--- config.mk ---
export PLATFORM = sky130hd
export DESIGN_NAME = lsg_short_guard
export DESIGN_NICKNAME = d
export VERILOG_FILES = /design/src/lsg_pkg.sv /design/src/lsg_short_filter.sv /design/src/lsg_short_guard.sv
export SDC_FILE = /design/constraint.sdc
export NUM_CORES = 1
export LEC_CHECK = 0
export ABC_AREA = 0
export BUFFER_PORTS_ARGS = -buffer_cell sky130_fd_sc_hd__clkbuf_2
export CORE_MARGIN = 2
export CORE_UTILIZATION = 50
export DETAILED_ROUTE_END_ITERATION = 10
export GPL_TIMING_DRIVEN = 0
export PLACE_DENSITY = 0.83
export SLEW_MARGIN = 10
export SYNTH_ARGS = -nofsm -noshare
export SYNTH_HDL_FRONTEND = slang
export SYNTH_SLANG_ARGS = --single-unit
--- constraint.sdc ---
create_clock -name CLK_SYS -period 2.1 [get_ports CLK_SYS]
set_clock_uncertainty 0.05 [all_clocks]
set_input_delay 0.315 -clock CLK_SYS [delete_from_list [all_inputs] [get_ports CLK_SYS]]
set_output_delay 0.315 -clock CLK_SYS [all_outputs]
set_load 0.01 [all_outputs]
--- src/lsg_pkg.sv ---
`default_nettype none
package lsg_pkg;

  // ----------------------------------------------------------------
  // Register indices (byte address is four times the index)
  // ----------------------------------------------------------------
  localparam logic [9:0] CFG_IDX  = 10'h0B4;
  localparam logic [9:0] DEB_IDX  = 10'h0B5;
  localparam logic [9:0] DLY_IDX  = 10'h0B6;
  localparam logic [9:0] STAT_IDX = 10'h0C0;
  localparam logic [9:0] MASK_IDX = 10'h0C1;
  localparam logic [9:0] SSW_IDX  = 10'h0C2;

  // ----------------------------------------------------------------
  // Field positions
  // ----------------------------------------------------------------
  localparam int CFG_FAST_BIT  = 0;
  localparam int CFG_GDIS_BIT  = 1;
  localparam int CFG_SEN_BIT   = 2;
  localparam int CFG_CLRSL_BIT = 4;
  localparam int CFG_CLRSH_BIT = 5;
  localparam int IRQ_STUCK_BIT = 2;
  localparam int IRQ_SHORT_BIT = 3;
  localparam int SSW_STUCK_BIT = 2;
  localparam int SSW_SHORT_BIT = 3;
  localparam logic [7:0] IRQ_USED = 8'h0C;

  // ----------------------------------------------------------------
  // Reset values
  // ----------------------------------------------------------------
  localparam logic [7:0] DEB_RST = 8'h0F;
  localparam logic [7:0] DLY_RST = 8'h4F;

  // ----------------------------------------------------------------
  // Filter clock: a 4 MHz tick from the 125 MHz system clock
  // ----------------------------------------------------------------
  localparam int SYS_CLK_KHZ  = 125000;
  localparam int FILT_CLK_KHZ = 4000;
  localparam int TICK_GCD     = 1000;
  localparam logic [7:0] TICK_STEP = 8'(FILT_CLK_KHZ / TICK_GCD);
  localparam logic [7:0] TICK_MOD  = 8'(SYS_CLK_KHZ / TICK_GCD);

endpackage : lsg_pkg
`default_nettype wire

--- src/lsg_short_filter.sv ---
`timescale 1ns/10ps
`default_nettype none
module lsg_short_filter
  import lsg_pkg::*;
(
  // Clock and reset
  input  wire logic       clk,
  input  wire logic       rst_n,
  // Filter timing
  input  wire logic       tick,
  input  wire logic [7:0] gate_delay,
  input  wire logic [7:0] deb_length,
  // Line levels
  input  wire logic       txd,
  input  wire logic       rxd,
  input  wire logic       sense,
  // Result
  output logic            short_pulse
);

  typedef struct packed {
    logic [7:0] gate_cnt;
    logic [8:0] deb_cnt;
    logic       pulse;
  } lsg_filt_s;

  lsg_filt_s st_reg;
  lsg_filt_s st_next;
  logic      cond;
  logic      gate_open;
  logic      gated;

  // ----------------------------------------------------------------
  // Gate and debounce
  // ----------------------------------------------------------------
  // Gate is combinational so it closes in the same cycle the line moves
  always_comb
  begin
    st_next   = st_reg;
    cond      = ~txd & rxd;                          // [RULE2]
    gate_open = (gate_delay == 8'h00) ||             // [RULE5]
                (cond && st_reg.gate_cnt >= gate_delay); // [RULE3]
    gated     = sense & gate_open;                   // [RULE1]
    if (!cond)
      st_next.gate_cnt = 8'h00;                      // [RULE4]
    else if (tick && st_reg.gate_cnt < gate_delay)
      st_next.gate_cnt = st_reg.gate_cnt + 8'h01;
    st_next.pulse = 1'b0;
    if (!gated)
      st_next.deb_cnt = 9'h000;
    else if (tick && st_reg.deb_cnt <= {1'b0, deb_length})
    begin
      st_next.deb_cnt = st_reg.deb_cnt + 9'h001;
      st_next.pulse   = (st_reg.deb_cnt == {1'b0, deb_length}); // [RULE6]
    end
  end

  // State register
  always_ff @(posedge clk)
  begin
    if (!rst_n)
      st_reg <= '0;
    else
      st_reg <= st_next;
  end

  assign short_pulse = st_reg.pulse;
endmodule : lsg_short_filter
`default_nettype wire

--- src/lsg_short_guard.sv ---
`timescale 1ns/10ps
`default_nettype none
// Operation
// (RULE1) Take overcurrent sense from the PHY
// (RULE2) Nonzero delay: watch TXD and RXD for gating
// (RULE3) Open gate after delay ticks of TXD-low RXD-high
// (RULE4) Close gate at once; count restarts
// (RULE5) Zero delay keeps the gate always open
// (RULE6) Debounce length+1 ticks then set status bit 3
// (RULE7) Status read clears the short status bit
// (RULE8) Guard enabled: short sets latched flag forcing TXD
// (RULE9) Latched flag readable as status word bit 3
// (RULE10) Flag holds until clear-short strobe bit 5
// (RULE11) Strobe bit 4 clears stuck-low flag
// (RULE12) Guard disable overrides all TXD forcing
// (RULE13) Host keeps guard disable zero normally
// (RULE14) Fast slew bit drives slew bypass output
// (RULE15) Config bits 3 and 7:6 read zero
// (RULE16) Debounce length 8-bit RW, resets 0F
// (RULE17) Guard enable resets to zero
// (RULE18) Gate delay 8-bit RW, resets 4F
// (RULE19) PHY TXD is host TXD OR unsuppressed flags
module lsg_short_guard
  import lsg_pkg::*;
(
  // Clock and reset
  input  wire logic        CLK_SYS,
  input  wire logic        RSTN,
  // APB slave
  input  wire logic        PSEL,
  input  wire logic        PENABLE,
  input  wire logic        PWRITE,
  input  wire logic [11:0] PADDR,
  input  wire logic [31:0] PWDATA,
  output logic      [31:0] PRDATA,
  output logic             PREADY,
  output logic             PSLVERR,
  // Host and PHY lines
  input  wire logic        HOST_TXD,
  input  wire logic        PHY_RXD,
  input  wire logic        OVERCURRENT_SENSE,
  output logic             PHY_TXD,
  output logic             SLEW_BYPASS,
  // Other protection sources
  input  wire logic        STUCK_LOW_EVT,
  input  wire logic        LOW_POWER_FORCE,
  // Interrupt
  output logic             IRQ
);

  // ----------------------------------------------------------------
  // State
  // ----------------------------------------------------------------
  typedef struct packed {
    logic [7:0]  tick_acc;
    logic        tick;
    logic        fast_slew_bypass;
    logic        transmit_guard_disable;
    logic        short_guard_enable;
    logic [7:0]  short_debounce_length;
    logic [7:0]  short_gate_delay;
    logic        short_latched_flag;
    logic        stuck_low_flag;
    logic [7:0]  irq_status;
    logic [7:0]  irq_mask;
    logic [31:0] prdata;
    logic        pready;
    logic        pslverr;
    logic        txd;
    logic        slew;
    logic        irq;
  } lsg_top_s;

  lsg_top_s st_reg;
  lsg_top_s st_next;

  logic       short_pulse;
  logic [8:0] tick_sum;
  logic       apb_done;
  logic       wr_done;
  logic       rd_done;
  logic [7:0] wbyte;
  logic       force_txd;

  // ----------------------------------------------------------------
  // Decode helpers
  // ----------------------------------------------------------------
  // Word hit on a register index, aligned accesses only
  function automatic logic hit(input logic [11:0] a,
                               input logic [9:0]  idx);
    hit = (a[11:2] == idx) && (a[1:0] == 2'b00);
  endfunction : hit

  function automatic logic mapped(input logic [11:0] a);
    mapped = hit(a, CFG_IDX) | hit(a, DEB_IDX) | hit(a, DLY_IDX) |
             hit(a, STAT_IDX) | hit(a, MASK_IDX) | hit(a, SSW_IDX);
  endfunction : mapped

  // Read mux; strobes and unused config bits always read zero
  function automatic logic [31:0] rd_word(input logic [11:0] a,
                                          input lsg_top_s    s);
    logic [7:0] v;
    v = 8'h00; // [RULE15]
    if (hit(a, CFG_IDX))
    begin
      v[CFG_FAST_BIT] = s.fast_slew_bypass;
      v[CFG_GDIS_BIT] = s.transmit_guard_disable;
      v[CFG_SEN_BIT]  = s.short_guard_enable;
    end
    if (hit(a, DEB_IDX))
      v = s.short_debounce_length;
    if (hit(a, DLY_IDX))
      v = s.short_gate_delay;
    if (hit(a, STAT_IDX))
      v = s.irq_status;
    if (hit(a, MASK_IDX))
      v = s.irq_mask;
    if (hit(a, SSW_IDX))
    begin
      v[SSW_SHORT_BIT] = s.short_latched_flag; // [RULE9]
      v[SSW_STUCK_BIT] = s.stuck_low_flag;
    end
    rd_word = {24'h000000, v};
  endfunction : rd_word

  // ----------------------------------------------------------------
  // Gating and debounce filter
  // ----------------------------------------------------------------
  // Gate watches the TXD actually driven toward the PHY
  lsg_short_filter u_filter (
    .clk         (CLK_SYS),
    .rst_n       (RSTN),
    .tick        (st_reg.tick),
    .gate_delay  (st_reg.short_gate_delay),
    .deb_length  (st_reg.short_debounce_length),
    .txd         (st_reg.txd),
    .rxd         (PHY_RXD),
    .sense       (OVERCURRENT_SENSE),
    .short_pulse (short_pulse)
  );

  // ----------------------------------------------------------------
  // Next state
  // ----------------------------------------------------------------
  // Set always wins over a clear landing in the same cycle
  always_comb
  begin
    st_next  = st_reg;
    // 125/4 is not integral, so a phase accumulator spreads the ticks
    tick_sum = {1'b0, st_reg.tick_acc} + {1'b0, TICK_STEP};
    if (tick_sum >= {1'b0, TICK_MOD})
    begin
      st_next.tick_acc = 8'(tick_sum - {1'b0, TICK_MOD});
      st_next.tick     = 1'b1;
    end
    else
    begin
      st_next.tick_acc = tick_sum[7:0];
      st_next.tick     = 1'b0;
    end

    // APB: two-cycle access phase, answer from registers
    apb_done = PSEL & PENABLE & st_reg.pready;
    wr_done  = apb_done & PWRITE & mapped(PADDR);
    rd_done  = apb_done & ~PWRITE & mapped(PADDR);
    wbyte    = PWDATA[7:0];
    st_next.pready  = PSEL & PENABLE & ~st_reg.pready;
    st_next.pslverr = PSEL & PENABLE & ~st_reg.pready & ~mapped(PADDR);
    st_next.prdata  = 32'h00000000;
    if (PSEL & PENABLE & ~st_reg.pready & ~PWRITE)
      st_next.prdata = rd_word(PADDR, st_reg);

    // Writable fields
    if (wr_done && hit(PADDR, CFG_IDX))
    begin
      st_next.fast_slew_bypass       = wbyte[CFG_FAST_BIT];
      st_next.transmit_guard_disable = wbyte[CFG_GDIS_BIT];
      st_next.short_guard_enable     = wbyte[CFG_SEN_BIT];
      if (wbyte[CFG_CLRSH_BIT])
        st_next.short_latched_flag = 1'b0; // [RULE10]
      if (wbyte[CFG_CLRSL_BIT])
        st_next.stuck_low_flag = 1'b0;     // [RULE11]
    end
    if (wr_done && hit(PADDR, DEB_IDX))
      st_next.short_debounce_length = wbyte; // [RULE16]
    if (wr_done && hit(PADDR, DLY_IDX))
      st_next.short_gate_delay = wbyte;      // [RULE18]
    if (wr_done && hit(PADDR, MASK_IDX))
      st_next.irq_mask = wbyte & IRQ_USED;
    if (wr_done && hit(PADDR, STAT_IDX))
      st_next.irq_status = st_reg.irq_status & ~wbyte;

    // Reading the status register clears it
    if (rd_done && hit(PADDR, STAT_IDX))
      st_next.irq_status = 8'h00; // [RULE7]

    // Events, applied last so they beat any clear
    if (short_pulse)
    begin
      st_next.irq_status[IRQ_SHORT_BIT] = 1'b1; // [RULE6] [RULE17]
      if (st_reg.short_guard_enable)
        st_next.short_latched_flag = 1'b1;      // [RULE8]
    end
    if (STUCK_LOW_EVT)
    begin
      st_next.irq_status[IRQ_STUCK_BIT] = 1'b1;
      st_next.stuck_low_flag            = 1'b1;
    end

    // Output drivers
    force_txd = st_reg.short_latched_flag | st_reg.stuck_low_flag |
                LOW_POWER_FORCE;
    st_next.txd  = HOST_TXD | // [RULE12] [RULE19]
                   (force_txd & ~st_reg.transmit_guard_disable);
    st_next.slew = st_next.fast_slew_bypass; // [RULE14]
    st_next.irq  = |(st_next.irq_status & st_next.irq_mask);
  end

  // ----------------------------------------------------------------
  // State register
  // ----------------------------------------------------------------
  // TXD resets recessive; guard enable resets off
  always_ff @(posedge CLK_SYS)
  begin
    if (!RSTN)
    begin
      st_reg                       <= '0; // [RULE17]
      st_reg.short_debounce_length <= DEB_RST;
      st_reg.short_gate_delay      <= DLY_RST;
      st_reg.txd                   <= 1'b1;
    end
    else
      st_reg <= st_next;
  end

  // ----------------------------------------------------------------
  // Outputs, all straight from flip-flops
  // ----------------------------------------------------------------
  assign PRDATA      = st_reg.prdata;
  assign PREADY      = st_reg.pready;
  assign PSLVERR     = st_reg.pslverr;
  assign PHY_TXD     = st_reg.txd;
  assign SLEW_BYPASS = st_reg.slew;
  assign IRQ         = st_reg.irq;

  // Config writes carrying a clear strobe; a bare negated sequence
  // cannot stand in an antecedent, so the hold checks use these
  logic clr_short_wr;
  logic clr_stuck_wr;
  assign clr_short_wr = wr_done & hit(PADDR, CFG_IDX) &
                        PWDATA[CFG_CLRSH_BIT];
  assign clr_stuck_wr = wr_done & hit(PADDR, CFG_IDX) &
                        PWDATA[CFG_CLRSL_BIT];
endmodule : lsg_short_guard
`default_nettype wire

==> impl_results.md <==
* Status: finished, final reports clean
* Fin. max-slew vios at 0
* Placer Congestion at between 0.9 and 1
* Cts hold-fix bufs at 0
* Cell area power density at 522 mW/mm^2
* Row count at 33
* WHS at 0.137 ns
* Slew headroom at 54.3%
* Main synth FF type: dfxtp_1
* Layout Utilization at between 60 and 70%
* Sequential power share at 51.2%
* CP Capture Type: register
* Pre-CTS WS at -0.410 ns
* Hold Crit Depth at 2
* P_sw at 725 uW
* Most frequent cells in the layout: dfxtp_1, buf_4, nor2_1, clkbuf_2, nand2_1
* Grt ovf at 0
* Die height at 96.5 um
* Max Fclk at 484 MHz
* I/O pins at 91
* Hold EP: PHY_TXD
* Reg2Reg Setup Slack at approximately 0.033 ns
* Commonest non-fill, non-tap cell in the layout: dfxtp_1
* P&R area growth vs syn at 27.6%
* Sinks on Clock Net at 76
* Synth warn at 0
* Maxcap violations at 0
* Leakage at 0.00236 uW
* Post-Syn Instances at 501
* Slew @ Worst Pin at 0.681 ns
* # fillers at 657
* Number of CTS-inserted buffers at 9
* Power Internal at between 2000 and 2500 uW
* Min Tclk post-route at 2.07 ns
* Starting density of the core at 51.8%
* Mapped Avg Cell Area at 8.55 sq um
* Peak VDD IR at 339 uV
* CP delay by family, top: compound AO/OA/AOI/OAI gates
* Slowest CP cell: dfxtp_2
* Largest fanout on the critical path at 5
* R2r endpoint: u_filter.st_reg[9]
* Die width at 96.5 um
* Crit path kind: register to register
* TritonCTS clock tree: yes
* Critical Path RT at 2.30 ns
* Worst r2r path cells at 8
* Core area at 0.00826 sq mm
* Footprint of the multi-input gates at 0.00278 sq mm
* Seq/Total Area, Yosys at 35.5%
* Net switching fraction of the power at 25.4%
* DIE AREA at 0.00932 sq mm
* Global-route wire length before repair at approximately 18,000 um
* # diodes at 0
* WL/cell at 16.9 um
* CP Data Arrival Time at 2.27 ns
* DRT iter0 DRCs at 341
* Via density at 5.77
* Tightest Hold Check Type: primary input to register
* Setup TNS at 0 ns
* Number of distinct library cells after synthesis at 67
* Register area at 0.00156 sq mm
* Hold Fails Final Rpt at 0
* H-tree levels at 3
* Fin worst setup slack at 0.0334 ns
* Nets at 671
* Share of cells above drive strength 1 at a little under a third
* RSZ-0062 raised after global routing: true
* Critical path, cell by cell: inv_1, ha_4, and4b_1, a211oi_4, a21oi_2, o21a_2, and3_1, a22o_1
* Initial antenna violation count at 0
* Clk_lat worst skew at 0.36 ns
* #FFs+latches synth at 76
* CTS Root Cell: clkbuf_8
* Clock-pin slew on the worst setup and hold paths at 0.09 ns
* Reg-to-Reg Start: st_reg[56]
* Final worst-path cycle share at between 90% and 100%
* Post-synth EDFFs at 0
* DP HPWL at 8130 um
* Clk buf depth at 2
* GRT Overall Usage at ~25%
* Clock network power share at 41.2%
* WP buf/inv at 1
* HP Start: HOST_TXD
* Slowest stage delay, CP at 0.37 ns
* Drt total wl at 11,900 um
* Ys async rst share at 0%
* Largest net degree at the start of global routing at 15
* Vias in the first global route at 3,773
* Antenna Nets Post-Route at 0
* Drt first pass iters at 6
* IO buf count at 42
* Drc violations at 0
* Netlist Area Pre-Place at 0.00428 sq mm
* CP startpoint kind: register
* Max reg flops at 46
* Logic gate share of total power at about 7.6%
* Vias at 4,071
* # setup viols final at 0
[worst reg2reg max path: stages, from the launching register on]
cell and delay, ns:
dfxtp_2 0.37, inv_1 0.08, ha_4 0.21, and4b_1 0.23, a211oi_4 0.27, a21oi_2 0.12
o21a_2 0.25, and3_1 0.18, a22o_1 0.19
[worst max-delay path by stage]
stage / startpoint / end / slack, ns / depth (start not counted)
finish: st_reg[56] / u_filter.st_reg[9] / 0.03 / 8
global route: u_filter.st_reg[3] / u_filter.st_reg[7] / -0.07 / 8
global placement: PADDR[11] / IRQ / -0.41 / 8
floorplan: st_reg[69] / u_filter.st_reg[5] / -0.001 / 7
detailed placement: PADDR[11] / IRQ / -0.41 / 8
CTS: st_reg[78] / st_reg[81] / -0.009 / 7
[synthesized netlist by cell type, types with 7 or more instances]
master	number	share of area, %
clkbuf_1	11	0.96
inv_1	33	2.9
a21o_1	8	1.4
nand4_1	9	1.3
o211ai_1	11	1.9
nand3_1	22	2.6
o21ai_1	7	0.82
mux2i_1	19	4.4
nor4_1	7	1.0
nand2b_1	7	1.0
ha_1	22	6.4
nor3_1	8	0.94
a21oi_1	29	3.4
xnor2_1	13	2.7
buf_4	32	5.6
dfxtp_1	76	36
and3_1	14	2.0
nor2_1	46	4.0
nand2_1	36	3.2
[final cells by class]
type	instances	area share, %
Clock inverter	6	1.28
Tap cell	105	2.40
Clock buffer	10	2.52
Multi-Input combinational cell	368	50.8
Timing Repair Buffer	61	6.59
Buffer	45	5.61
Sequential cell	76	28.5
Inverter	34	2.34
[timing repair]
action	4_1_cts	5_1_grt
pin swaps	14	23
hold endpoints to repair	0	0
gates resized for setup	35	52
setup endpoints to repair	28	34
buffers inserted	7	12
[kinds of logic after synthesis]
logic type               Yosys count  synth area share [%]
flip-flops                        76                  35.5
AND/OR/NAND/NOR                  183                  23.0
adder cells (fa/ha/maj)           22                  6.43
XOR/XNOR                          14                  2.86
AO/OA/AOI/OAI                    102                  16.6
buffers and inverters             80                  10.0
other                              1                0.0876
multiplexers                      23                  5.49
[power by group through the flow]
stage | clock network, uW | logic (uW) | registers [uW]
final | 1170 | 216 | 1460
after global routing | 1250 | 233 | 1460
after CTS | 1190 | 196 | 1460
after detailed placement | 0 | 191 | 1500
after global placement | 0 | 189 | 1490
after floorplan | 0 | 121 | 1490
[routing by layer]
layer	GRT usage, %	part of all wire, %
met4	9.15	2.3
met1	29.6	39
met3	5.90	7.8
met2	43.9	50
met5	0	0
[stage by stage]
stage | instance area, sq um | instances | power (uW)
floorplan | 4380 | 524 | 1610
global placement | 4720 | 671 | 1680
detailed placement | 4720 | 671 | 1690
CTS | 5130 | 693 | 2850
global route | 5470 | 705 | 2940
finish | 5470 | 705 | 2850
No activity file was read; power rests on OpenSTA's default activity.
